### src/rtl/rsc_map.svh
`ifndef RSC_MAP_SVH
`define RSC_MAP_SVH
// Summary of operation
// - Reset command restores all settings except the power-on clear flag to defaults
// - Identification query returns readable ID string
// - Local/remote state: 0 local, 1 remote, 2 lockout
// - Remote override state: 0 off, 1 on
// - Software trigger equals hardware trigger edge
// - Clear-status clears the event and fault status bytes
// - Event enable mask: 8-bit, whole-byte write/read
// - Event enable: two-argument bit set, bit query
// - Event status query: byte or single bit
// - Serial poll enable mask: 8-bit, whole byte
// - Serial poll enable: bit set, bit query
// - Serial poll status query: byte or bit
// - Power-on status clear flag settable and queryable
// - Fault enable mask: byte or single-bit write
// - Poll bit0 acquisition idle, bit1 command idle
// - Poll bit2: any enabled fault bit set
// - Poll bit3: any enabled measurement bit set

// ****************************************************************
// Register offsets (word addresses)
// ****************************************************************
`define RSC_CMD_OFS     4'h0
`define RSC_ARG_OFS     4'h1
`define RSC_RESULT_OFS  4'h2
`define RSC_STATE_OFS   4'h3
`define RSC_IRQ_STS_OFS 4'h4
`define RSC_IRQ_MSK_OFS 4'h5
`define RSC_ID_OFS      4'h6
`define RSC_FAULT_OFS   4'h7

// ****************************************************************
// Command field layout and codes
// ****************************************************************
`define RSC_CMD_QUERY_BIT 8
`define RSC_CMD_BIT_BIT   9
`define RSC_CMD_RESET     4'h1
`define RSC_CMD_IDENT     4'h2
`define RSC_CMD_LOCAL     4'h3
`define RSC_CMD_OVERRIDE  4'h4
`define RSC_CMD_TRIGGER   4'h5
`define RSC_CMD_CLEAR     4'h6
`define RSC_CMD_EVT_EN    4'h7
`define RSC_CMD_EVT_STS   4'h8
`define RSC_CMD_POLL_EN   4'h9
`define RSC_CMD_POLL_STS  4'ha
`define RSC_CMD_PWR_CLR   4'hb
`define RSC_CMD_FAULT_EN  4'hc
`define RSC_CMD_FAULT_STS 4'hd

// ****************************************************************
// Values and limits
// ****************************************************************
`define RSC_BYTE_MAX      16'h00ff
`define RSC_BIT_MAX       16'h0007
`define RSC_LOCAL_LOCKOUT 2'h2
`define RSC_POLL_ACQ_IDLE 0
`define RSC_POLL_CMD_IDLE 1
`define RSC_POLL_FAULT    2
`define RSC_POLL_MEAS     3
`define RSC_EVT_CMD_ERR   5
`define RSC_IRQ_DONE      0
`define RSC_IRQ_REJECT    1
`define RSC_IRQ_TRIGGER   2
`define RSC_ID_WORDS      4
`define RSC_ID_AW         2
`define RSC_RESULT_BAD    32'hffffffff
`endif

### src/rtl/rsc_pkg.sv
`default_nettype none
package rsc_pkg;
    typedef enum logic [2:0] {
        RSC_IDLE = 3'b001,
        RSC_EXEC = 3'b010,
        RSC_ANS  = 3'b100
    } rsc_state_t;

    typedef struct packed {
        logic [1:0] local_remote_select;
        logic       remote_override;
        logic       power_on_clear;
        logic [7:0] event_enable;
        logic [7:0] poll_enable;
        logic [7:0] fault_enable_mask;
    } rsc_cfg_t;

    typedef struct packed {
        rsc_state_t  st;
        rsc_cfg_t    cfg;
        logic [31:0] cmd;
        logic [15:0] arg_idx;
        logic [15:0] arg_val;
        logic [31:0] result;
        logic [7:0]  event_status;
        logic [7:0]  fault_status;
        logic [2:0]  irq_sts;
        logic [2:0]  irq_msk;
        logic        trig_prev;
        logic        trigger;
        logic        irq;
        logic        waitreq;
        logic [31:0] rdata;
        logic        id_rd;
        logic [1:0]  id_idx;
    } rsc_regs_t;
endpackage
`default_nettype wire

### src/rtl/rsc_handler.sv
// The implementer's own choices: register access over Avalon-MM and the address map.
`timescale 1ns/1ps
`default_nettype none
`include "rsc_map.svh"
module rsc_handler
    import rsc_pkg::*;
(
    input  wire logic        clk,
    input  wire logic        nrst,
    input  wire logic [3:0]  avs_address,
    input  wire logic        avs_read,
    input  wire logic        avs_write,
    input  wire logic [31:0] avs_writedata,
    input  wire logic [3:0]  avs_byteenable,
    output logic      [31:0] avs_readdata,
    output logic             avs_waitrequest,
    input  wire logic        hw_trigger,
    input  wire logic        acquiring,
    input  wire logic        meas_summary,
    input  wire logic [7:0]  fault_events,
    output logic             trigger_pulse,
    output logic      [1:0]  local_remote_select,
    output logic             remote_override,
    output logic             irq
);
    rsc_regs_t q;
    rsc_regs_t d;
    logic [31:0] id_word;
    logic [7:0]  poll_status;
    logic [3:0]  op;
    logic        is_query;
    logic        is_bit;
    logic        bad_arg;
    logic        bus_req;

    rsc_id_rom u_id_rom (
        .clk  (clk),
        .addr (q.id_idx),
        .data (id_word)
    );

    function automatic logic [7:0] rsc_upd(input logic [7:0] cur, input logic bitf,
                                           input logic [15:0] idx, input logic [15:0] val);
        logic [7:0] r;
        r = cur;
        if (bitf) begin
            r[idx[2:0]] = val[0];
        end else begin
            r = val[7:0];
        end
        return r;
    endfunction

    function automatic logic [31:0] rsc_pick(input logic [7:0] v, input logic bitf,
                                             input logic [15:0] idx);
        logic [31:0] r;
        r = {24'h000000, v};
        if (bitf) begin
            r = {31'h00000000, v[idx[2:0]]};
        end
        return r;
    endfunction

    // ****************************************************************
    // Status summary
    // ****************************************************************
    always_comb begin
        poll_status = 8'h00;
        poll_status[`RSC_POLL_ACQ_IDLE] = ~acquiring;
        poll_status[`RSC_POLL_CMD_IDLE] = (q.st == RSC_IDLE);
        poll_status[`RSC_POLL_FAULT] = |(q.fault_status & q.cfg.fault_enable_mask);
        poll_status[`RSC_POLL_MEAS] = meas_summary;
    end

    assign op       = q.cmd[3:0];
    assign is_query = q.cmd[`RSC_CMD_QUERY_BIT];
    assign is_bit   = q.cmd[`RSC_CMD_BIT_BIT];
    assign bus_req  = avs_read | avs_write;

    // Argument check for set forms and for the bit index of bit forms
    always_comb begin
        bad_arg = 1'b0;
        if (is_bit) begin
            bad_arg = (q.arg_idx > `RSC_BIT_MAX);
            if (!is_query && q.arg_val > 16'h0001) begin
                bad_arg = 1'b1;
            end
        end else if (!is_query && q.arg_val > `RSC_BYTE_MAX) begin
            bad_arg = 1'b1;
        end
    end

    // ****************************************************************
    // Next state
    // ****************************************************************
    always_comb begin
        d = q;
        d.trigger   = 1'b0;
        d.trig_prev = hw_trigger;
        d.waitreq   = 1'b1;
        d.id_rd     = 1'b0;
        d.fault_status = q.fault_status | fault_events;
        if (!q.waitreq && avs_write && avs_byteenable[0] && avs_address == `RSC_IRQ_STS_OFS) begin
            d.irq_sts = q.irq_sts & ~avs_writedata[2:0];
        end
        if (hw_trigger && !q.trig_prev) begin
            d.trigger = 1'b1;
            d.irq_sts[`RSC_IRQ_TRIGGER] = 1'b1;
        end

        case (q.st)
            RSC_IDLE: begin
                d.waitreq = 1'b1;
            end
            RSC_EXEC: begin
                d.st = RSC_IDLE;
                d.irq_sts[`RSC_IRQ_DONE] = 1'b1;
                d.result = 32'h00000000;
                if (bad_arg && op != `RSC_CMD_IDENT) begin
                    d.result = `RSC_RESULT_BAD;
                    d.irq_sts[`RSC_IRQ_REJECT] = 1'b1;
                    d.event_status[`RSC_EVT_CMD_ERR] = 1'b1;
                end else begin
                    case (op)
                        `RSC_CMD_RESET: begin
                            d.cfg = '0;
                            d.cfg.power_on_clear = q.cfg.power_on_clear;
                        end
                        `RSC_CMD_IDENT: begin
                            d.id_idx = q.arg_idx[`RSC_ID_AW-1:0];
                            d.id_rd  = 1'b1;
                            d.st     = RSC_ANS;
                        end
                        `RSC_CMD_LOCAL: begin
                            if (is_query) begin
                                d.result = {30'h00000000, q.cfg.local_remote_select};
                            end else if (q.arg_val > 16'h0002) begin
                                d.result = `RSC_RESULT_BAD;
                                d.irq_sts[`RSC_IRQ_REJECT] = 1'b1;
                            end else begin
                                d.cfg.local_remote_select = q.arg_val[1:0];
                            end
                        end
                        `RSC_CMD_OVERRIDE: begin
                            if (is_query) begin
                                d.result = {31'h00000000, q.cfg.remote_override};
                            end else begin
                                d.cfg.remote_override = q.arg_val[0];
                            end
                        end
                        `RSC_CMD_TRIGGER: begin
                            d.trigger = 1'b1;
                            d.irq_sts[`RSC_IRQ_TRIGGER] = 1'b1;
                        end
                        `RSC_CMD_CLEAR: begin
                            d.event_status = 8'h00;
                            d.fault_status = fault_events;
                        end
                        `RSC_CMD_EVT_EN: begin
                            if (is_query) begin
                                d.result = rsc_pick(q.cfg.event_enable, is_bit, q.arg_idx);
                            end else begin
                                d.cfg.event_enable = rsc_upd(q.cfg.event_enable, is_bit,
                                                             q.arg_idx, q.arg_val);
                            end
                        end
                        `RSC_CMD_EVT_STS: begin
                            d.result = rsc_pick(q.event_status, is_bit, q.arg_idx);
                        end
                        `RSC_CMD_POLL_EN: begin
                            if (is_query) begin
                                d.result = rsc_pick(q.cfg.poll_enable, is_bit, q.arg_idx);
                            end else begin
                                d.cfg.poll_enable = rsc_upd(q.cfg.poll_enable, is_bit,
                                                            q.arg_idx, q.arg_val);
                            end
                        end
                        `RSC_CMD_POLL_STS: begin
                            d.result = rsc_pick(poll_status, is_bit, q.arg_idx);
                        end
                        `RSC_CMD_PWR_CLR: begin
                            if (is_query) begin
                                d.result = {31'h00000000, q.cfg.power_on_clear};
                            end else begin
                                d.cfg.power_on_clear = q.arg_val[0];
                            end
                        end
                        `RSC_CMD_FAULT_EN: begin
                            if (is_query) begin
                                d.result = rsc_pick(q.cfg.fault_enable_mask, is_bit, q.arg_idx);
                            end else begin
                                d.cfg.fault_enable_mask = rsc_upd(q.cfg.fault_enable_mask,
                                                                  is_bit, q.arg_idx,
                                                                  q.arg_val);
                            end
                        end
                        `RSC_CMD_FAULT_STS: begin
                            d.result = rsc_pick(q.fault_status, is_bit, q.arg_idx);
                        end
                        default: begin
                            d.result = `RSC_RESULT_BAD;
                            d.irq_sts[`RSC_IRQ_REJECT] = 1'b1;
                        end
                    endcase
                end
            end
            RSC_ANS: begin
                // ROM word arrives one cycle after its address
                if (!q.id_rd) begin
                    d.result = id_word;
                    d.st     = RSC_IDLE;
                end
            end
            default: begin
                d.st = RSC_IDLE;
            end
        endcase

        // ************************************************************
        // Avalon slave: one wait cycle, then answer
        // ************************************************************
        if (bus_req && q.waitreq) begin
            d.waitreq = 1'b0;
            d.rdata   = 32'h00000000;
            case (avs_address)
                `RSC_ARG_OFS:     d.rdata = {q.arg_val, q.arg_idx};
                `RSC_RESULT_OFS:  d.rdata = q.result;
                `RSC_STATE_OFS:   d.rdata = {8'h00, poll_status, q.event_status,
                                             5'h00, q.st};
                `RSC_IRQ_STS_OFS: d.rdata = {29'h00000000, q.irq_sts};
                `RSC_IRQ_MSK_OFS: d.rdata = {29'h00000000, q.irq_msk};
                `RSC_FAULT_OFS:   d.rdata = {24'h000000, q.fault_status};
                default:          d.rdata = 32'h00000000;
            endcase
        end else if (!q.waitreq) begin
            d.waitreq = 1'b1;
            if (avs_write && avs_byteenable[0]) begin
                case (avs_address)
                    `RSC_CMD_OFS: begin
                        // Commands during execution are dropped; host waits
                        if (q.st == RSC_IDLE) begin
                            d.cmd = avs_writedata;
                            d.st  = RSC_EXEC;
                        end
                    end
                    `RSC_ARG_OFS: begin
                        d.arg_idx = avs_writedata[15:0];
                        d.arg_val = avs_writedata[31:16];
                    end
                    `RSC_IRQ_MSK_OFS: d.irq_msk = avs_writedata[2:0];
                    default: d.waitreq = 1'b1;
                endcase
            end
        end
        d.irq = |(d.irq_sts & d.irq_msk);
    end

    always_ff @(posedge clk) begin
        if (!nrst) begin
            q         <= '0;
            q.st      <= RSC_IDLE;
            q.waitreq <= 1'b1;
        end else begin
            q <= d;
        end
    end

    assign avs_readdata        = q.rdata;
    assign avs_waitrequest     = q.waitreq;
    assign trigger_pulse       = q.trigger;
    assign local_remote_select = q.cfg.local_remote_select;
    assign remote_override     = q.cfg.remote_override;
    assign irq                 = q.irq;
endmodule // rsc_handler
`default_nettype wire

### src/rtl/rsc_id_rom.sv
`timescale 1ns/1ps
`default_nettype none
`include "rsc_map.svh"
module rsc_id_rom (
    input  wire logic                   clk,
    input  wire logic [`RSC_ID_AW-1:0]  addr,
    output logic      [31:0]            data
);
    // Arbitrary neutral identity text, four ASCII chars a word
    logic [31:0] rom [`RSC_ID_WORDS];
    assign rom[0] = 32'h47454e45;
    assign rom[1] = 32'h5249432c;
    assign rom[2] = 32'h4c4f434b;
    assign rom[3] = 32'h2c303030;

    always_ff @(posedge clk) begin
        data <= rom[addr];
    end
endmodule // rsc_id_rom
`default_nettype wire

### config.mk
export PLATFORM = sky130hd
export DESIGN_NAME = rsc_handler
export DESIGN_NICKNAME = d
export VERILOG_FILES = /design/src/rtl/rsc_pkg.sv /design/src/rtl/rsc_handler.sv /design/src/rtl/rsc_id_rom.sv
export VERILOG_INCLUDE_DIRS = /design/src /design/src/rtl
export SDC_FILE = /design/constraint.sdc
export NUM_CORES = 1
export LEC_CHECK = 0
export ABC_CLOCK_PERIOD_IN_PS = 6100
export BUFFER_PORTS_ARGS = -buffer_cell sky130_fd_sc_hd__buf_4
export CORE_UTILIZATION = 60
export CTS_CLUSTER_SIZE = 16
export DETAILED_ROUTE_END_ITERATION = 7
export GPL_ROUTABILITY_DRIVEN = 0
export PLACE_DENSITY = 0.82
export RECOVER_POWER = 50
export SLEW_MARGIN = 40
export SYNTH_ARGS = -nofsm -noshare
export SYNTH_HDL_FRONTEND = slang
export SYNTH_SLANG_ARGS = --single-unit
### constraint.sdc
create_clock -name clk -period 6.1 [get_ports clk]
set_input_delay 0.915 -clock clk [delete_from_list [all_inputs] [get_ports clk]]
set_output_delay 0.915 -clock clk [all_outputs]
set_load 0.02 [all_outputs]
==> results_dict.tcl <==
set metrics [dict create \
    final_net_count 1018 \
    fmax_ghz 0.289 \
    post_synth_fa_ha_maj_area_fraction 0.00993 \
    yosys_register_bits 153 \
    violations "max-capacitance violations, max-slew violations" \
    yosys_warnings 0 \
    rsz0062_at_grt "false" \
    power.clock.fraction 0.476 \
    synth.area.mux_share 0.0454 \
    peakVddDrop_mv 0.235 \
    netlist.area_leader.share 0.405 \
    route.final.wire_length_mm 21.9 \
    fin_setup_tns_ps 0 \
    final_core_utilization 0.689 \
    count_of_flip_flops_with_a_built_in_enable_after_synthesis 0 \
    num_vias 7257 \
    power_frac_comb 0.046 \
    clkTransAtPathRegs_ps 60 \
    die_h_um 114 \
    grt_start_max_net_pins 104 \
    cts_root_buffer "sky130_fd_sc_hd__clkbuf_16" \
    track_usage 0.343 \
    areaGrowthSynthToFinish_pct 10.9 \
    path_class_of_the_lowest_slack_min_delay_path "flop to flop" \
    ctsHoldBuffers 0 \
    max_cap_violations 1 \
    tightestPinTransition_ps 1540 \
    yosysSeqAreaShare 0.405 \
    cellLeakagePower_nw 2.86 \
    synth_area_leaders "sky130_fd_sc_hd__dfxtp_1 41%, sky130_fd_sc_hd__a21oi_1 8.7%, sky130_fd_sc_hd__nand2_1 6.8%, sky130_fd_sc_hd__nor2_1 4.6%, sky130_fd_sc_hd__buf_4 3.4%" \
    synth.avg_cell_area_um2 8.00 \
    core_area_um2 12200 \
    hp-start "q[1]" \
    slew_headroom -0.0241 \
    port-buffer-count 89 \
    post_synthesis_compound_gate_area_fraction 0.242 \
    synthArstFlopShare 0 \
    postRouteAntennaNets 0 \
    min_to "u_id_rom.data[27]" \
    die_x_um 114 \
    critical_path.reg2reg.endpoint "q[164]" \
    postSynthCellCount 945 \
    synth_top_family_by_area "compound AO/OA/AOI/OAI gates" \
    synth-xor-area-share 0.00116 \
    cp_data_required_time_ps 6380 \
    timing_max_transition_violations_final 36 \
    first_pass_grt_wire_length_mm 34.2 \
    reg2reg_depth 6 \
    yosysTopAreaCell "sky130_fd_sc_hd__dfxtp_1" \
    dpl.hpwl_mm 14.9 \
    outcome "complete, but fails checks" \
    design.die.area_um2 13100 \
    globalRouteOverflowTotal 0 \
    row_count 40 \
    avgViaCountPerCell 6.38 \
    synth_top_flop_cell "sky130_fd_sc_hd__dfxtp_1" \
    rr_startpoint "op[1]" \
    finalWorstPathRequiredPeriod_ps 3460 \
    mappedNetlistArea_um2 7560 \
    timing.setup.critical_path_class "primary input to flop" \
    cellInternalPower_w 0.00163 \
    yosys.area_share.simple 0.218 \
    post_cts.repair.setup_buffers 0 \
    cts_buffer_depth 2 \
    critical_path.endpoint_type "flop" \
    fin_crit_sh 0.568 \
    yosysMostFrequentCell "sky130_fd_sc_hd__dfxtp_1" \
    critical_path_peak_fanout 32 \
    worst_clock_skew_ps 8.47 \
    p_sw_w 0.000492 \
    timing.final.setup_violations 0 \
    drt-initial-drc-count 1002 \
    post-route-drc-count 0 \
    routedWlPerCell_um 19.3 \
    power.density_cell_area_nw_per_um2 254 \
    cts_inserted_buffers 17 \
    cts_resized 0 \
    rrSetupSlack_ps 2940 \
    critical_path_arrival_ps 3740 \
    diodes 0 \
    final-hold-violation-count 0 \
    tritoncts "built" \
    cts-htree-levels 4 \
    insertion_delay_to_the_later_sink_of_the_worst_skew_pair_ps 440 \
    element_type_at_the_critical_path_start "primary input" \
    synthesis.nets 1006 \
    whs_path_depth 0 \
    pin_count 93 \
    drt_first_pass_iters 5 \
    cts_num_sinks 153 \
    number_of_global_route_vias_before_repair 6401 \
    antenna_violations_before_repair 0 \
    pwr-share-seq 0.479 \
    start_util 0.622 \
    yosys.cell_types.count 67 \
    p_sw_frac 0.231 \
    post_route_cells_drive_above_1_share 0.116 \
    post_synth_most_frequent_cells "153 x sky130_fd_sc_hd__dfxtp_1, 136 x sky130_fd_sc_hd__nand2_1, 132 x sky130_fd_sc_hd__a21oi_1" \
]
[metal layers]
layer	up-vias	global-route usage	part of all wire
met1	3364	0.479	0.43
met4	0	0.177	0.047
met2	448	0.491	0.42
met3	90	0.0836	0.11
li1	3355	-	-
met5	-	0	0
[worst max-delay path by stage]
| stage | from | endpoint | slack (ps) | cells after the start |
|---|---|---|---|---|
| after detailed placement | op[1] | q[164] | 3130 | 6 |
| after global placement | op[1] | q[86] | 3100 | 6 |
| after global routing | avs_write | avs_readdata[7] | 2340 | 9 |
| after floorplan | avs_address[3] | avs_readdata[28] | 3710 | 8 |
| after CTS | op[1] | q[160] | 3130 | 6 |
| final | avs_address[1] | q[95] | 2640 | 6 |
[logic make-up (layout without fill, tap and decap cells)]
logic type	Yosys count	count (layout)
AO/OA/AOI/OAI	293	293
XOR/XNOR	1	1
adder cells (fa/ha/maj)	6	6
buffers and inverters	117	142
flip-flops	153	153
multiplexers	32	32
AND/OR/NAND/NOR	343	343
[power groups by stage]
| stage | combinational (W) | clock [W] | sequential [W] |
|---|---|---|---|
| 6_report | 0.0000970 | 0.00101 | 0.00102 |
| 5_1_grt | 0.000104 | 0.00106 | 0.00102 |
| 4_1_cts | 0.0000989 | 0.00102 | 0.00102 |
| 3_5_place_dp | 0.0000985 | 0 | 0.00104 |
| 3_3_place_gp | 0.0000970 | 0 | 0.00104 |
| 2_1_floorplan | 0.0000523 | 0 | 0.00103 |
[stage by stage]
step           area, um2  power (W)  worst slack [ps]  cells  hold slack, ps
2_1_floorplan       7560    0.00109              3710    945             386
3_3_place_gp        7970    0.00114              3100   1106             406
3_5_place_dp        7990    0.00114              3130   1106             405
4_1_cts             8550    0.00213              3130   1138             416
5_1_grt             8380    0.00218              2340   1138             431
6_report            8380    0.00213              2640   1138             421
[placed cells by master, fill, tap and decap left out, types with 14 or more instances in the layout]
master                      count
sky130_fd_sc_hd__clkbuf_16     17
sky130_fd_sc_hd__clkbuf_1      45
sky130_fd_sc_hd__nor2_1        93
sky130_fd_sc_hd__mux2i_1       23
sky130_fd_sc_hd__o21ai_0       39
sky130_fd_sc_hd__a21oi_1      132
sky130_fd_sc_hd__a22oi_1       27
sky130_fd_sc_hd__buf_4         54
sky130_fd_sc_hd__nor2b_1       18
sky130_fd_sc_hd__a31oi_1       14
sky130_fd_sc_hd__nand2_1      136
sky130_fd_sc_hd__o2bb2ai_1     21
sky130_fd_sc_hd__dfxtp_1      150
[critical path, stage by stage]
cell	delay [ps]
sky130_fd_sc_hd__clkbuf_1	320
sky130_fd_sc_hd__nor4b_1	500
sky130_fd_sc_hd__clkbuf_1	630
sky130_fd_sc_hd__nand2_1	970
sky130_fd_sc_hd__nand2_1	300
sky130_fd_sc_hd__a21oi_1	100
[layout make-up]
cell class,instances,area (um2)
tap,168,210
fill,1050,3780
multi-input combinational,675,3910
clock buffer,21,470
sequential,153,3070
timing repair buffer,99,582
inverter,11,41.3
clock inverter,11,96.3
[registers in the layout, summed over array words and instances, names as in the netlist, 2 cells and up]
name,count
avs_readdata,32
local_remote_select,2
op,4
q,98
u_id_rom.data,11
(Power assumes the default switching activity.)
